<file path="config.mk">
export PLATFORM = sky130hd
export DESIGN_NAME = irq_sequencer
export DESIGN_NICKNAME = d
export VERILOG_FILES = /design/src/logic/irq_seq_pkg.sv /design/src/logic/irq_posting.sv /design/src/logic/irq_sequencer.sv
export SDC_FILE = /design/constraint.sdc
export NUM_CORES = 1
export LEC_CHECK = 0
export BUFFER_PORTS_ARGS = -buffer_cell sky130_fd_sc_hd__buf_2
export CORE_MARGIN = 2
export CORE_UTILIZATION = 50
export DETAILED_ROUTE_END_ITERATION = 8
export HOLD_SLACK_MARGIN = 0.15
export PLACE_DENSITY = 0.91
export SETUP_SLACK_MARGIN = 0.15
export SLEW_MARGIN = 20
export SYNTH_ARGS = -nofsm -noshare
export SYNTH_HDL_FRONTEND = slang
export SYNTH_SLANG_ARGS = --single-unit
</file>
<file path="constraint.sdc">
create_clock -name core_clk -period 6.2 [get_ports core_clk]
set_input_delay 1.55 -clock core_clk [delete_from_list [all_inputs] [get_ports core_clk]]
set_output_delay 1.55 -clock core_clk [all_outputs]
set_load 0.01 [all_outputs]
</file>
<file path="src/logic/irq_seq_pkg.sv">
package irq_seq_pkg;

  // Cycle budgets of the sequencer, in core_clk cycles.
  localparam int unsigned DISPATCH_CYCLES    = 13;
  localparam int unsigned LONG_JUMP_CYCLES   = 7;
  localparam int unsigned SHORT_JUMP_CYCLES  = 5;
  localparam int unsigned CNT_W              = 4;

  localparam logic [3:0] DISPATCH_LAST    = 4'(DISPATCH_CYCLES - 1);
  localparam logic [3:0] LONG_JUMP_LAST   = 4'(LONG_JUMP_CYCLES - 1);
  localparam logic [3:0] SHORT_JUMP_LAST  = 4'(SHORT_JUMP_CYCLES - 1);

  // Dispatch steps, counted from the first dispatch cycle.
  localparam logic [3:0] STEP_PUSH_HIGH   = 4'h0;
  localparam logic [3:0] STEP_PUSH_LOW    = 4'h1;
  localparam logic [3:0] STEP_PUSH_FLAGS  = 4'h2;
  localparam logic [3:0] STEP_VECTOR      = 4'h3;

  // Flags word layout and reset values.
  localparam int unsigned INT_EN_BIT      = 0;
  localparam logic [7:0]  FLAGS_RESET     = 8'h00;
  localparam logic [15:0] PC_RESET        = 16'h0000;

  // Vector table: first entry and spacing between entries.
  localparam logic [7:0]  VEC_BASE        = 8'h04;
  localparam logic [7:0]  VEC_STEP        = 8'h04;

  typedef enum logic [1:0] {
    ST_IDLE,
    ST_EXEC,
    ST_DISPATCH,
    ST_VJUMP
  } seq_state_t;

endpackage

</file>
<file path="src/logic/irq_posting.sv">
module irq_posting #(
  parameter int unsigned N_IRQ = 8
) (
  input  wire logic             core_clk,
  input  wire logic             resetn,
  input  wire logic [N_IRQ-1:0] int_cond,
  input  wire logic [N_IRQ-1:0] int_clr,
  input  wire logic [N_IRQ-1:0] int_mask_regs,
  input  wire logic             ack,
  output logic                  any_pending,
  output logic [7:0]            vector
);

  typedef struct packed {
    logic [N_IRQ-1:0] posted;
  } post_state_t;

  post_state_t s_q;
  post_state_t s_d;
  logic [N_IRQ-1:0] pending;
  logic [N_IRQ-1:0] win;

  // Mask only gates pending; posting and posted bits ignore it.
  assign pending     = s_q.posted & int_mask_regs;
  assign any_pending = |pending;

  // Lowest index has the highest priority.
  always_comb
  begin
    win    = '0;
    vector = irq_seq_pkg::VEC_BASE;
    for (int i = N_IRQ - 1; i >= 0; i--)
    begin
      if (pending[i])
      begin
        win    = '0;
        win[i] = 1'b1;
        vector = 8'(irq_seq_pkg::VEC_BASE + 8'(i) * irq_seq_pkg::VEC_STEP);
      end
    end
  end

  always_comb
  begin
    s_d = s_q;
    // A new condition wins over a clear or an acknowledge in the same cycle.
    s_d.posted = int_cond | (s_q.posted & ~int_clr & ~(ack ? win : '0));
  end

  always_ff @(posedge core_clk or negedge resetn)
  begin
    if (!resetn)
      s_q <= '0;
    else
      s_q <= s_d;
  end

endmodule

</file>
<file path="src/logic/irq_sequencer.sv">
// Behaviour
// - Service routine runs with global enable cleared; software may set it for nesting.
// - Return reloads program counter and flags, so the enable comes back.
// - After return, pending interrupts dispatch before the next normal instruction.
// - Latency is remaining instruction cycles plus dispatch plus vector long jump.
// - Dispatch takes exactly 13 cycles; vector long jump takes 7 cycles.
// - Short jump takes 5 cycles, so 1 to 5 cycles precede dispatch.
// - Dispatch pushes high byte, low byte, flags; clears flags; loads vector.
// - Activation by condition, by unmasking posted request, or by enable rising.
// - Clearing a mask bit keeps posted requests and still lets new ones post.
module irq_sequencer #(
  parameter int unsigned N_IRQ = 8
) (
  input  wire logic             core_clk,
  input  wire logic             resetn,
  input  wire logic [N_IRQ-1:0] int_cond,
  input  wire logic [N_IRQ-1:0] int_clr,
  input  wire logic [N_IRQ-1:0] int_mask_regs,
  input  wire logic             instr_start,
  input  wire logic             instr_is_short_jump,
  input  wire logic [3:0]       instr_cycles,
  input  wire logic [15:0]      next_pc,
  input  wire logic             flags_wr,
  input  wire logic [7:0]       flags_wdata,
  input  wire logic             ret_valid,
  input  wire logic [15:0]      ret_pc,
  input  wire logic [7:0]       ret_flags,
  input  wire logic [15:0]      vec_target,
  output logic                  instr_ready,
  output logic [15:0]           program_counter,
  output logic [7:0]            flags,
  output logic                  global_int_enable,
  output logic                  stack_wr,
  output logic [7:0]            stack_wdata,
  output logic                  instr_finish,
  output logic                  isr_start,
  output logic                  in_dispatch
);

  typedef struct packed {
    irq_seq_pkg::seq_state_t state;
    logic [3:0]              cnt;
    logic [15:0]             pc;
    logic [15:0]             pc_after;
    logic [7:0]              flags;
    logic                    stack_wr;
    logic [7:0]              stack_wdata;
    logic                    finish;
    logic                    isr_start;
  } seq_reg_t;

  seq_reg_t r_q;
  seq_reg_t r_d;

  logic       any_pending;
  logic [7:0] vector;
  logic       take_irq;
  logic       ack;
  logic [3:0] step;

  // Length of an instruction as a last-cycle index; zero length counts as one cycle.
  function automatic logic [3:0] exec_last(input logic       is_short,
                                           input logic [3:0] cycles);
    logic [3:0] res;
    res = 4'h0;
    if (is_short)
      res = irq_seq_pkg::SHORT_JUMP_LAST;
    else if (cycles != 4'h0)
      res = cycles - 4'h1;
    return res;
  endfunction

  irq_posting #(
    .N_IRQ (N_IRQ)
  ) u_posting (
    .core_clk      (core_clk),
    .resetn        (resetn),
    .int_cond      (int_cond),
    .int_clr       (int_clr),
    .int_mask_regs (int_mask_regs),
    .ack           (ack),
    .any_pending   (any_pending),
    .vector        (vector)
  );

  // Enable and pending are looked at each boundary, so a rising enable with a
  // request already pending is taken at the next boundary as well.
  assign take_irq = any_pending && r_q.flags[irq_seq_pkg::INT_EN_BIT];

  assign step = irq_seq_pkg::DISPATCH_LAST - r_q.cnt;
  assign ack  = (r_q.state == irq_seq_pkg::ST_DISPATCH) &&
                (step == irq_seq_pkg::STEP_VECTOR);

  // A new instruction is only accepted at a boundary with nothing to dispatch.
  assign instr_ready = (r_q.state == irq_seq_pkg::ST_IDLE) && !take_irq;

  assign program_counter   = r_q.pc;
  assign flags             = r_q.flags;
  assign global_int_enable = r_q.flags[irq_seq_pkg::INT_EN_BIT];
  assign stack_wr          = r_q.stack_wr;
  assign stack_wdata       = r_q.stack_wdata;
  assign instr_finish      = r_q.finish;
  assign isr_start         = r_q.isr_start;
  assign in_dispatch       = (r_q.state == irq_seq_pkg::ST_DISPATCH) ||
                             (r_q.state == irq_seq_pkg::ST_VJUMP);

  always_comb
  begin
    r_d           = r_q;
    r_d.stack_wr  = 1'b0;
    r_d.finish    = 1'b0;
    r_d.isr_start = 1'b0;

    // Software writes to the flags, including setting the enable inside a
    // service routine to allow nesting. Dispatch owns the flags meanwhile.
    if (flags_wr && !in_dispatch)
      r_d.flags = flags_wdata;

    case (r_q.state)
      irq_seq_pkg::ST_IDLE:
      begin
        if (take_irq)
        begin
          r_d.state = irq_seq_pkg::ST_DISPATCH;
          r_d.cnt   = irq_seq_pkg::DISPATCH_LAST;
        end
        else if (ret_valid)
        begin
          // The restored flags carry the enable that was set when the
          // routine was entered, so interrupts come back on here.
          r_d.pc    = ret_pc;
          r_d.flags = ret_flags;
        end
        else if (instr_start)
        begin
          r_d.state    = irq_seq_pkg::ST_EXEC;
          r_d.cnt      = exec_last(instr_is_short_jump, instr_cycles);
          r_d.pc_after = next_pc;
        end
      end

      irq_seq_pkg::ST_EXEC:
      begin
        if (r_q.cnt != 4'h0)
          r_d.cnt = r_q.cnt - 4'h1;
        else
        begin
          // The current instruction always runs to its end before dispatch.
          r_d.pc = r_q.pc_after;
          if (take_irq)
          begin
            r_d.state = irq_seq_pkg::ST_DISPATCH;
            r_d.cnt   = irq_seq_pkg::DISPATCH_LAST;
          end
          else
          begin
            r_d.state  = irq_seq_pkg::ST_IDLE;
            r_d.finish = 1'b1;
          end
        end
      end

      irq_seq_pkg::ST_DISPATCH:
      begin
        case (step)
          irq_seq_pkg::STEP_PUSH_HIGH:
          begin
            r_d.stack_wr    = 1'b1;
            r_d.stack_wdata = r_q.pc[15:8];
          end
          irq_seq_pkg::STEP_PUSH_LOW:
          begin
            r_d.stack_wr    = 1'b1;
            r_d.stack_wdata = r_q.pc[7:0];
          end
          irq_seq_pkg::STEP_PUSH_FLAGS:
          begin
            r_d.stack_wr    = 1'b1;
            r_d.stack_wdata = r_q.flags;
          end
          irq_seq_pkg::STEP_VECTOR:
          begin
            // Clearing the flags drops the enable, masking further interrupts.
            r_d.flags = irq_seq_pkg::FLAGS_RESET;
            r_d.pc    = {8'h00, vector};
          end
          default:
          begin
            r_d.stack_wr = 1'b0;
          end
        endcase
        if (r_q.cnt != 4'h0)
          r_d.cnt = r_q.cnt - 4'h1;
        else
        begin
          r_d.state = irq_seq_pkg::ST_VJUMP;
          r_d.cnt   = irq_seq_pkg::LONG_JUMP_LAST;
        end
      end

      irq_seq_pkg::ST_VJUMP:
      begin
        if (r_q.cnt != 4'h0)
          r_d.cnt = r_q.cnt - 4'h1;
        else
        begin
          r_d.pc        = vec_target;
          r_d.state     = irq_seq_pkg::ST_IDLE;
          r_d.isr_start = 1'b1;
        end
      end

      default:
      begin
        r_d.state = irq_seq_pkg::ST_IDLE;
      end
    endcase
  end

  always_ff @(posedge core_clk or negedge resetn)
  begin
    if (!resetn)
    begin
      r_q.state       <= irq_seq_pkg::ST_IDLE;
      r_q.cnt         <= 4'h0;
      r_q.pc          <= irq_seq_pkg::PC_RESET;
      r_q.pc_after    <= irq_seq_pkg::PC_RESET;
      r_q.flags       <= irq_seq_pkg::FLAGS_RESET;
      r_q.stack_wr    <= 1'b0;
      r_q.stack_wdata <= 8'h00;
      r_q.finish      <= 1'b0;
      r_q.isr_start   <= 1'b0;
    end
    else
      r_q <= r_d;
  end

endmodule

</file>
==> results of run 1 <==
-- registers in the layout (all words and copies together) (netlist names) --
signal	flops
r_q	22
program_counter	16
flags	8
stack_wdata	8
u_posting.s_q	8
instr_finish	1
isr_start	1
stack_wr	1
-- logic make-up (layout without fill, tap and decap cells) --
kind of cell               Yosys count  in the layout  synth area share
muxes                               59             59             0.182
and+or+nand+nor                     81             81             0.108
AOI/OAI and AO/OA                   90             90             0.178
adders and majority gates            6              6            0.0190
DFF                                 65             65             0.412
xor gates and xnor gates             1              1           0.00222
buffers and inverters               66            168            0.0997
-- final cells by class --
cell class,count,area share
clock buffer,14,0.0372
clock inverter,2,0.00755
inverter,15,0.0121
multi-input combinational,237,0.416
sequential,65,0.351
tap,102,0.0275
timing repair buffer,137,0.149
-- synthesized netlist by cell type (5+ instances only) --
library cell,instances
clkbuf_1,10
mux2_2,31
inv_1,15
mux2_4,18
mux2i_1,10
nand2b_1,5
a22oi_1,11
a21oi_1,14
o31ai_1,9
ha_1,6
a31o_2,8
o21ai_0,11
nor2_1,16
dfrtp_1,65
buf_4,32
a22o_1,15
nand2_1,31
nor3_1,5
-- stage by stage --
stage,std cells,worst slack [ns],total power [uW],hold slack [ns]
6_report,572,1.68,1970,0.481
2_1_floorplan,368,1.93,1430,0.451
5_1_grt,572,1.60,2090,0.514
4_1_cts,572,1.68,1970,0.489
3_3_place_gp,556,1.71,1560,0.459
3_5_place_dp,556,1.68,1600,0.474
-- worst max-delay path, delay by kind of cell --
kind | cells | cell delay [ns]
and+or+nand+nor | 1 | 0.28
buffers and inverters | 2 | 0.31
AOI/OAI and AO/OA | 2 | 0.81
-- where the power goes --
| group | switching, uW | leakage, uW | internal (uW) |
|---|---|---|---|
| clock | 154 | 0.000107 | 219 |
| sequential | 157 | 0.000810 | 581 |
| combinational | 422 | 0.00144 | 435 |
-- cells in the final DEF (no fill, tap or decap), types with 2 or more instances in the layout --
cell type	netlist	routed
a21oi_1	14	14
a221o_1	3	3
a22o_1	15	15
a22oi_1	11	11
a31o_2	8	8
and3_1	3	3
buf_2	3	135
buf_4	32	2
clkbuf_1	10	2
clkbuf_8	0	12
dfrtp_1	65	65
ha_1	6	6
inv_1	15	15
mux2_2	31	31
mux2_4	18	18
mux2i_1	10	10
nand2_1	31	31
nand2b_1	5	5
nand3_1	3	3
nand4_1	3	3
nor2_1	16	16
nor2b_1	3	3
nor3_1	5	5
o21a_1	2	2
o21ai_0	11	11
o221ai_1	3	3
o31ai_1	9	9
or2_2	2	2
-- path summary, 6_finish.rpt --
path / startpoint / endpoint
max in group asynchronous: resetn / flags[4]
setup reg to reg: r_q[51] / program_counter[5]
hold reg to reg: stack_wdata[4] / stack_wdata[4]
hold / removal: stack_wdata[4] / stack_wdata[4]
min in group asynchronous: resetn / isr_start
setup / recovery: int_mask_regs[1] / instr_ready
-- metal layers --
| layer | vias to the layer above | global-route usage |
|---|---|---|
| met4 | 0 | 0.0931 |
| met5 | - | 0 |
| met1 | 1509 | 0.307 |
| met2 | 123 | 0.389 |
| met3 | 17 | 0.0448 |
| li1 | 1508 | - |
==> key figures, run 1 <==
Run status
  • Status: complete, no violations

Route
  • Vias per cell: between 5 and 6
  • Vias: 3157
  • Initial drt markers: 173
  • Post-route ant nets: 0
  • Routed WL: 9900 um
  • Detailed Routing Iterations Pass 1: 4
  • WL per Instance: 17.3 um
  • Highest Signal Layer: met4
  • DR WL met2: 4810 um
  • Met3 wire length: 670 um
  • Final routed DRC violation total: 0
  • Metal-1 WL: 4210 um

Clocking
  • Worst-path clk slew: 0.07 ns
  • CTS tree: yes
  • CTS max path bufs: 2
  • Clock sinks: 65
  • CTS H-tree lvls: 3
  • Clk_lat worst skew: roughly 0.33 ns
  • # hold bufs at CTS: 0
  • Root Buffer: clkbuf_8
  • Post_cts resized: 0
  • Post-CTS setup buffers: 0
  • CTS Buf Count: 9

Logic synthesis
  • Net Count, Synth: 472
  • Mapped cell area: around 0.0040 mm^2
  • Top post-synthesis cells by area: dfrtp_1 (41%), mux2_2 (8.8%), mux2_4 (6.8%)
  • Main synth FF type: dfrtp_1
  • Post-synthesis sequential area ratio: 0.412
  • Synth Instances: roughly 370
  • Mean post-synth cell area: approximately 11 um^2
  • Post-synth top area share: 0.412
  • Synth async-reset ratio: 1.00
  • #FFs+latches synth: 65
  • Distinct cells, synth: 54
  • Synth area leader: dfrtp_1
  • Post-synth EDFFs: 0
  • Synth warnings: 0

Placement
  • GP Congestion: 0.883
  • Final HPWL DP: 7620 um
  • Port bufs: 135
  • Dpl cell area: 0.00443 mm^2

Finish
  • Nets@finish: 569
  • Diode count: 0
  • Fillers: 682
  • Final core occ: 0.604
  • Layout overhead on the synthesized area: 17.4%
  • Layout cells sized above 1: 0.462
  • Post-route cell area: 0.00464 mm^2
  • Multi-input gate area: 0.00193 mm^2
  • Register area: 0.00163 mm^2

Global route
  • Gr ovfl total: 0
  • Largest net degree at the start of global routing: 66
  • Initial antenna violation count: 0
  • GRT Total Usage: 0.236
  • First-pass GRT wire length: 15600 um
  • Vias in the first global route: 3140

Pwr
  • VDD IR max: roughly 0.22 mV
  • PD cells: 424 mW/mm^2
  • Static Leakage: between 0.002 and 0.0025 uW

STA
  • Fin crit period: 4.52 ns
  • Final hold vios: 0
  • Final setup vio count: 0
  • F_max: about 220 MHz
  • Crit share post-route: 0.729
  • Setup TNS: 0 ns
  • RSZ-0062 raised after global routing: no
  • Slew Limit Fails: 0
  • Worst Skew: 0.00865 ns
  • Slew headroom: 0.355
  • Least-Margin Pin Slew: between 0.9 and 1 ns

Critical path
  • Required time worst endpoint: 4.65 ns
  • CP dominant cell by count: buf_2
  • CP arrival: 2.97 ns
  • Reg2Reg Depth: 7
  • Setup crit start kind: input pin
  • Worst-path fanout max: 18
  • FF-to-FF setup slack: slightly below 3 ns
  • CP Cell Sequence: buf_2 > a22o_1 > o41a_4 > nor2_8 > buf_2
  • Max incr delay on CP: approximately 0.53 ns
  • Crit. End Element: output port
  • CP max stage cell: o41a_4
  • Critical setup path kind: in2out

Die
  • FP Rows: 32
  • Die X: 92.9 um
  • Boundary pin count: 136
  • Core Area: 0.00769 mm^2
  • Initial core utilization: 0.514
  • DIE AREA: 0.00863 mm^2
  • Die Y: approximately 93 um

Worst hold path
  • WHS Path Cells: 2
  • Hold WC Path Type: reg2reg

Flow run
  • Max-Cap Viols: 0
No activity file was read; power rests on OpenSTA's default activity.
==> run 2: changes to the inputs <==
--- a/config.mk
+++ b/config.mk
@@ -7,10 +7,10 @@
 export LEC_CHECK = 0
 export BUFFER_PORTS_ARGS = -buffer_cell sky130_fd_sc_hd__buf_2
 export CORE_MARGIN = 2
-export CORE_UTILIZATION = 50
+export CORE_UTILIZATION = 46
 export DETAILED_ROUTE_END_ITERATION = 8
 export HOLD_SLACK_MARGIN = 0.15
-export PLACE_DENSITY = 0.91
+export PLACE_DENSITY = 0.88
 export SETUP_SLACK_MARGIN = 0.15
 export SLEW_MARGIN = 20
 export SYNTH_ARGS = -nofsm -noshare
==> constraint.sdc (replaced) <==
create_clock -name core_clk -period 3.96 [get_ports core_clk]
set_input_delay 0.99 -clock core_clk [delete_from_list [all_inputs] [get_ports core_clk]]
set_output_delay 0.99 -clock core_clk [all_outputs]
set_load 0.01 [all_outputs]
==> run 2 against run 1 <==
Compared with the run above: combinational power grew 59%; register-to-register slack worse by 2.2 ns; sequential share of layout area down 0.39 points; count of clock-buffer cells in the layout shrank 5; total power increased by 60%; clock skew rose by 0.0013 ns; flip-flop and latch count is the same; wire length down 0.15%; non-clock buffer count up 4; critical path depth unchanged; critical endpoint unchanged; highest routed layer unchanged.
==> key figures, run 2 (synthesized netlist as in run 1, its figures left out) <==
Die
  • Boundary pin count: 136
  • DIE AREA: 0.00935 mm^2
  • FP Rows: 33
  • Die Y: between 90 and 100 um
  • Core Area: 0.00826 mm^2
  • Initial core utilization: 0.478
  • Die X: 96.7 um

Pwr
  • PD cells: 672 mW/mm^2
  • Pint: 1960 uW
  • Sequential power share: 0.363
  • Clock share of power: 0.205
  • Switching Fraction: 0.378
  • VDD IR max: 0.292 mV
  • Sw power: 1190 uW
  • Static Leakage: approximately 0.0024 uW
  • Combinational power share: 0.432

Critical path
  • Worst reg2reg path endpoint: program_counter[3]
  • CP Buf/Inv Count: 2
  • Worst-path fanout max: 4
  • Critical path origin: int_mask_regs[4]
  • Setup crit start kind: input pin
  • FF-to-FF setup slack: 0.77 ns
  • CP arrival: 2.21 ns
  • Critical setup path kind: in2out
  • CP endpoint: instr_ready
  • CP Cell Sequence: buf_2 > a22o_4 > o41a_4 > nor2_8 > buf_2
  • Max incr delay on CP: 0.55 ns
  • Required time worst endpoint: 2.97 ns
  • CP max stage cell: o41a_4
  • Cell depth of the worst setup path: 5
  • Crit. End Element: output port
  • Reg2Reg Depth: 8
  • Reg2reg start: r_q[51]
  • CP delay by family, top: compound AO/OA/AOI/OAI gates
  • CP dominant cell by count: buf_2

Finish
  • Largest register FFs: 22
  • Most frequent cells in the layout: buf_2 (135), dfrtp_1 (65), nand2_1 (31), mux2_2 (31), mux2_4 (18)
  • Diode count: 0
  • Top reg by flops: r_q
  • Layout cells sized above 1: 0.470
  • Commonest non-fill, non-tap cell in the layout: buf_2
  • Fin cells: between 500 and 600
  • Layout overhead on the synthesized area: 18.7%
  • Nets@finish: between 500 and 600

Global route
  • Largest net degree at the start of global routing: 42
  • Gr ovfl total: 0
  • Grt met2 use: 0.345
  • Met1 Resource Use GR: 0.284
  • First-pass GRT wire length: 16000 um
  • Vias in the first global route: 3207
  • Initial antenna violation count: 0
  • Grt peak-use layer: met2
  • Global Route met3 Usage: 0.0361
  • GRT Total Usage: 0.215

Clocking
  • Post-CTS setup buffers: 0
  • CTS H-tree lvls: 3
  • Root Buffer: clkbuf_8
  • Clk_lat worst skew: between 0.3 and 0.4 ns
  • CTS Buf Count: 9
  • CTS max path bufs: 2
  • Worst-path clk slew: around 0.080 ns
  • Clock sinks: 65
  • Post_cts resized: 0
  • CTS tree: yes
  • # hold bufs at CTS: 0

STA
  • F_max: between 300 and 400 MHz
  • RSZ-0062 raised after global routing: no
  • Crit share post-route: 0.808
  • Fin crit period: 3.20 ns
  • Setup TNS: 0 ns
  • Slew Limit Fails: 0
  • Worst Skew: 0.00990 ns
  • Final hold vios: 0
  • Least-Margin Pin Slew: 0.971 ns
  • Min setup slack post-route: 0.761 ns
  • Slew headroom: 0.352
  • Final setup vio count: 0

Worst hold path
  • Hold WC Path Type: reg2reg

Route
  • Initial drt markers: 121
  • Post-route ant nets: 0
  • Final routed DRC violation total: 0
  • Routed WL: 9890 um
  • Vias: 3121
  • WL per Instance: 17.1 um
  • Detailed Routing Iterations Pass 1: 5
  • Vias per cell: 5.39

Run status
  • Status: complete, no violations

Placement
  • Final HPWL DP: 7650 um
  • Dpl ws: between 0.7 and 0.8 ns
  • GP Congestion: roughly 0.9
  • Inst Count DP: 563
  • Port bufs: 135

Flow run
  • Max-Cap Viols: 0
==> run 2: cell count changes in the layout (fill, tap and decap cells not counted) <==
cell / change
buf_4: +4
clkbuf_8: -3
clkbuf_1: -2
clkinvlp_4: +1
clkinv_4: +2
inv_6: +2
bufinv_16: +1
clkinv_2: -1
==> run 2: layout make-up <==
cell class	count	area [um^2]
Clock inverter	7	103
Tap cell	105	131
Inverter	15	56.3
Clock buffer	9	124
Sequential cell	65	1630
Multi-Input combinational cell	237	1930
Timing Repair Buffer	141	721
Fill cell	732	3570
==> run 2: power by group through the flow <==
stage	combinational [uW]	sequential, uW	clock (uW)
finish	1360	1150	645
floorplan	1170	1060	0
global route	1490	1180	683
CTS	1370	1140	655
global placement	1330	1130	0
detailed placement	1360	1150	0
==> run 2: worst min-delay path by stage <==
stage              startpoint              to  depth (start not counted)
2_1_floorplan  stack_wdata[0]  stack_wdata[0]                          2
3_3_place_gp   stack_wdata[2]  stack_wdata[2]                          2
3_5_place_dp   stack_wdata[0]  stack_wdata[0]                          2
4_1_cts        stack_wdata[0]  stack_wdata[0]                          2
5_1_grt        stack_wdata[4]  stack_wdata[4]                          2
6_report       stack_wdata[0]  stack_wdata[0]                          2
==> run 2: through the flow <==
step | hold slack, ns | area (um^2) | util | total power [uW]
global placement | 0.461 | 4470 | 0.541 | 2470
CTS | 0.483 | 4690 | 0.568 | 3170
finish | 0.480 | 4690 | 0.568 | 3150
floorplan | 0.451 | 3950 | - | 2230
global route | 0.510 | 4690 | 0.568 | 3360
detailed placement | 0.466 | 4470 | 0.541 | 2510
==> run 2: worst min-delay path, stage by stage (launching register included) <==
cell,delay [ns]
dfrtp_1,0.34
nand2_1,0.04
o21ai_0,0.06
==> run 2: routing by layer <==
metal	wire, um	part of all wire
met5	0	0
met3	566	0.057
met2	4640	0.47
met4	282	0.029
met1	4390	0.44
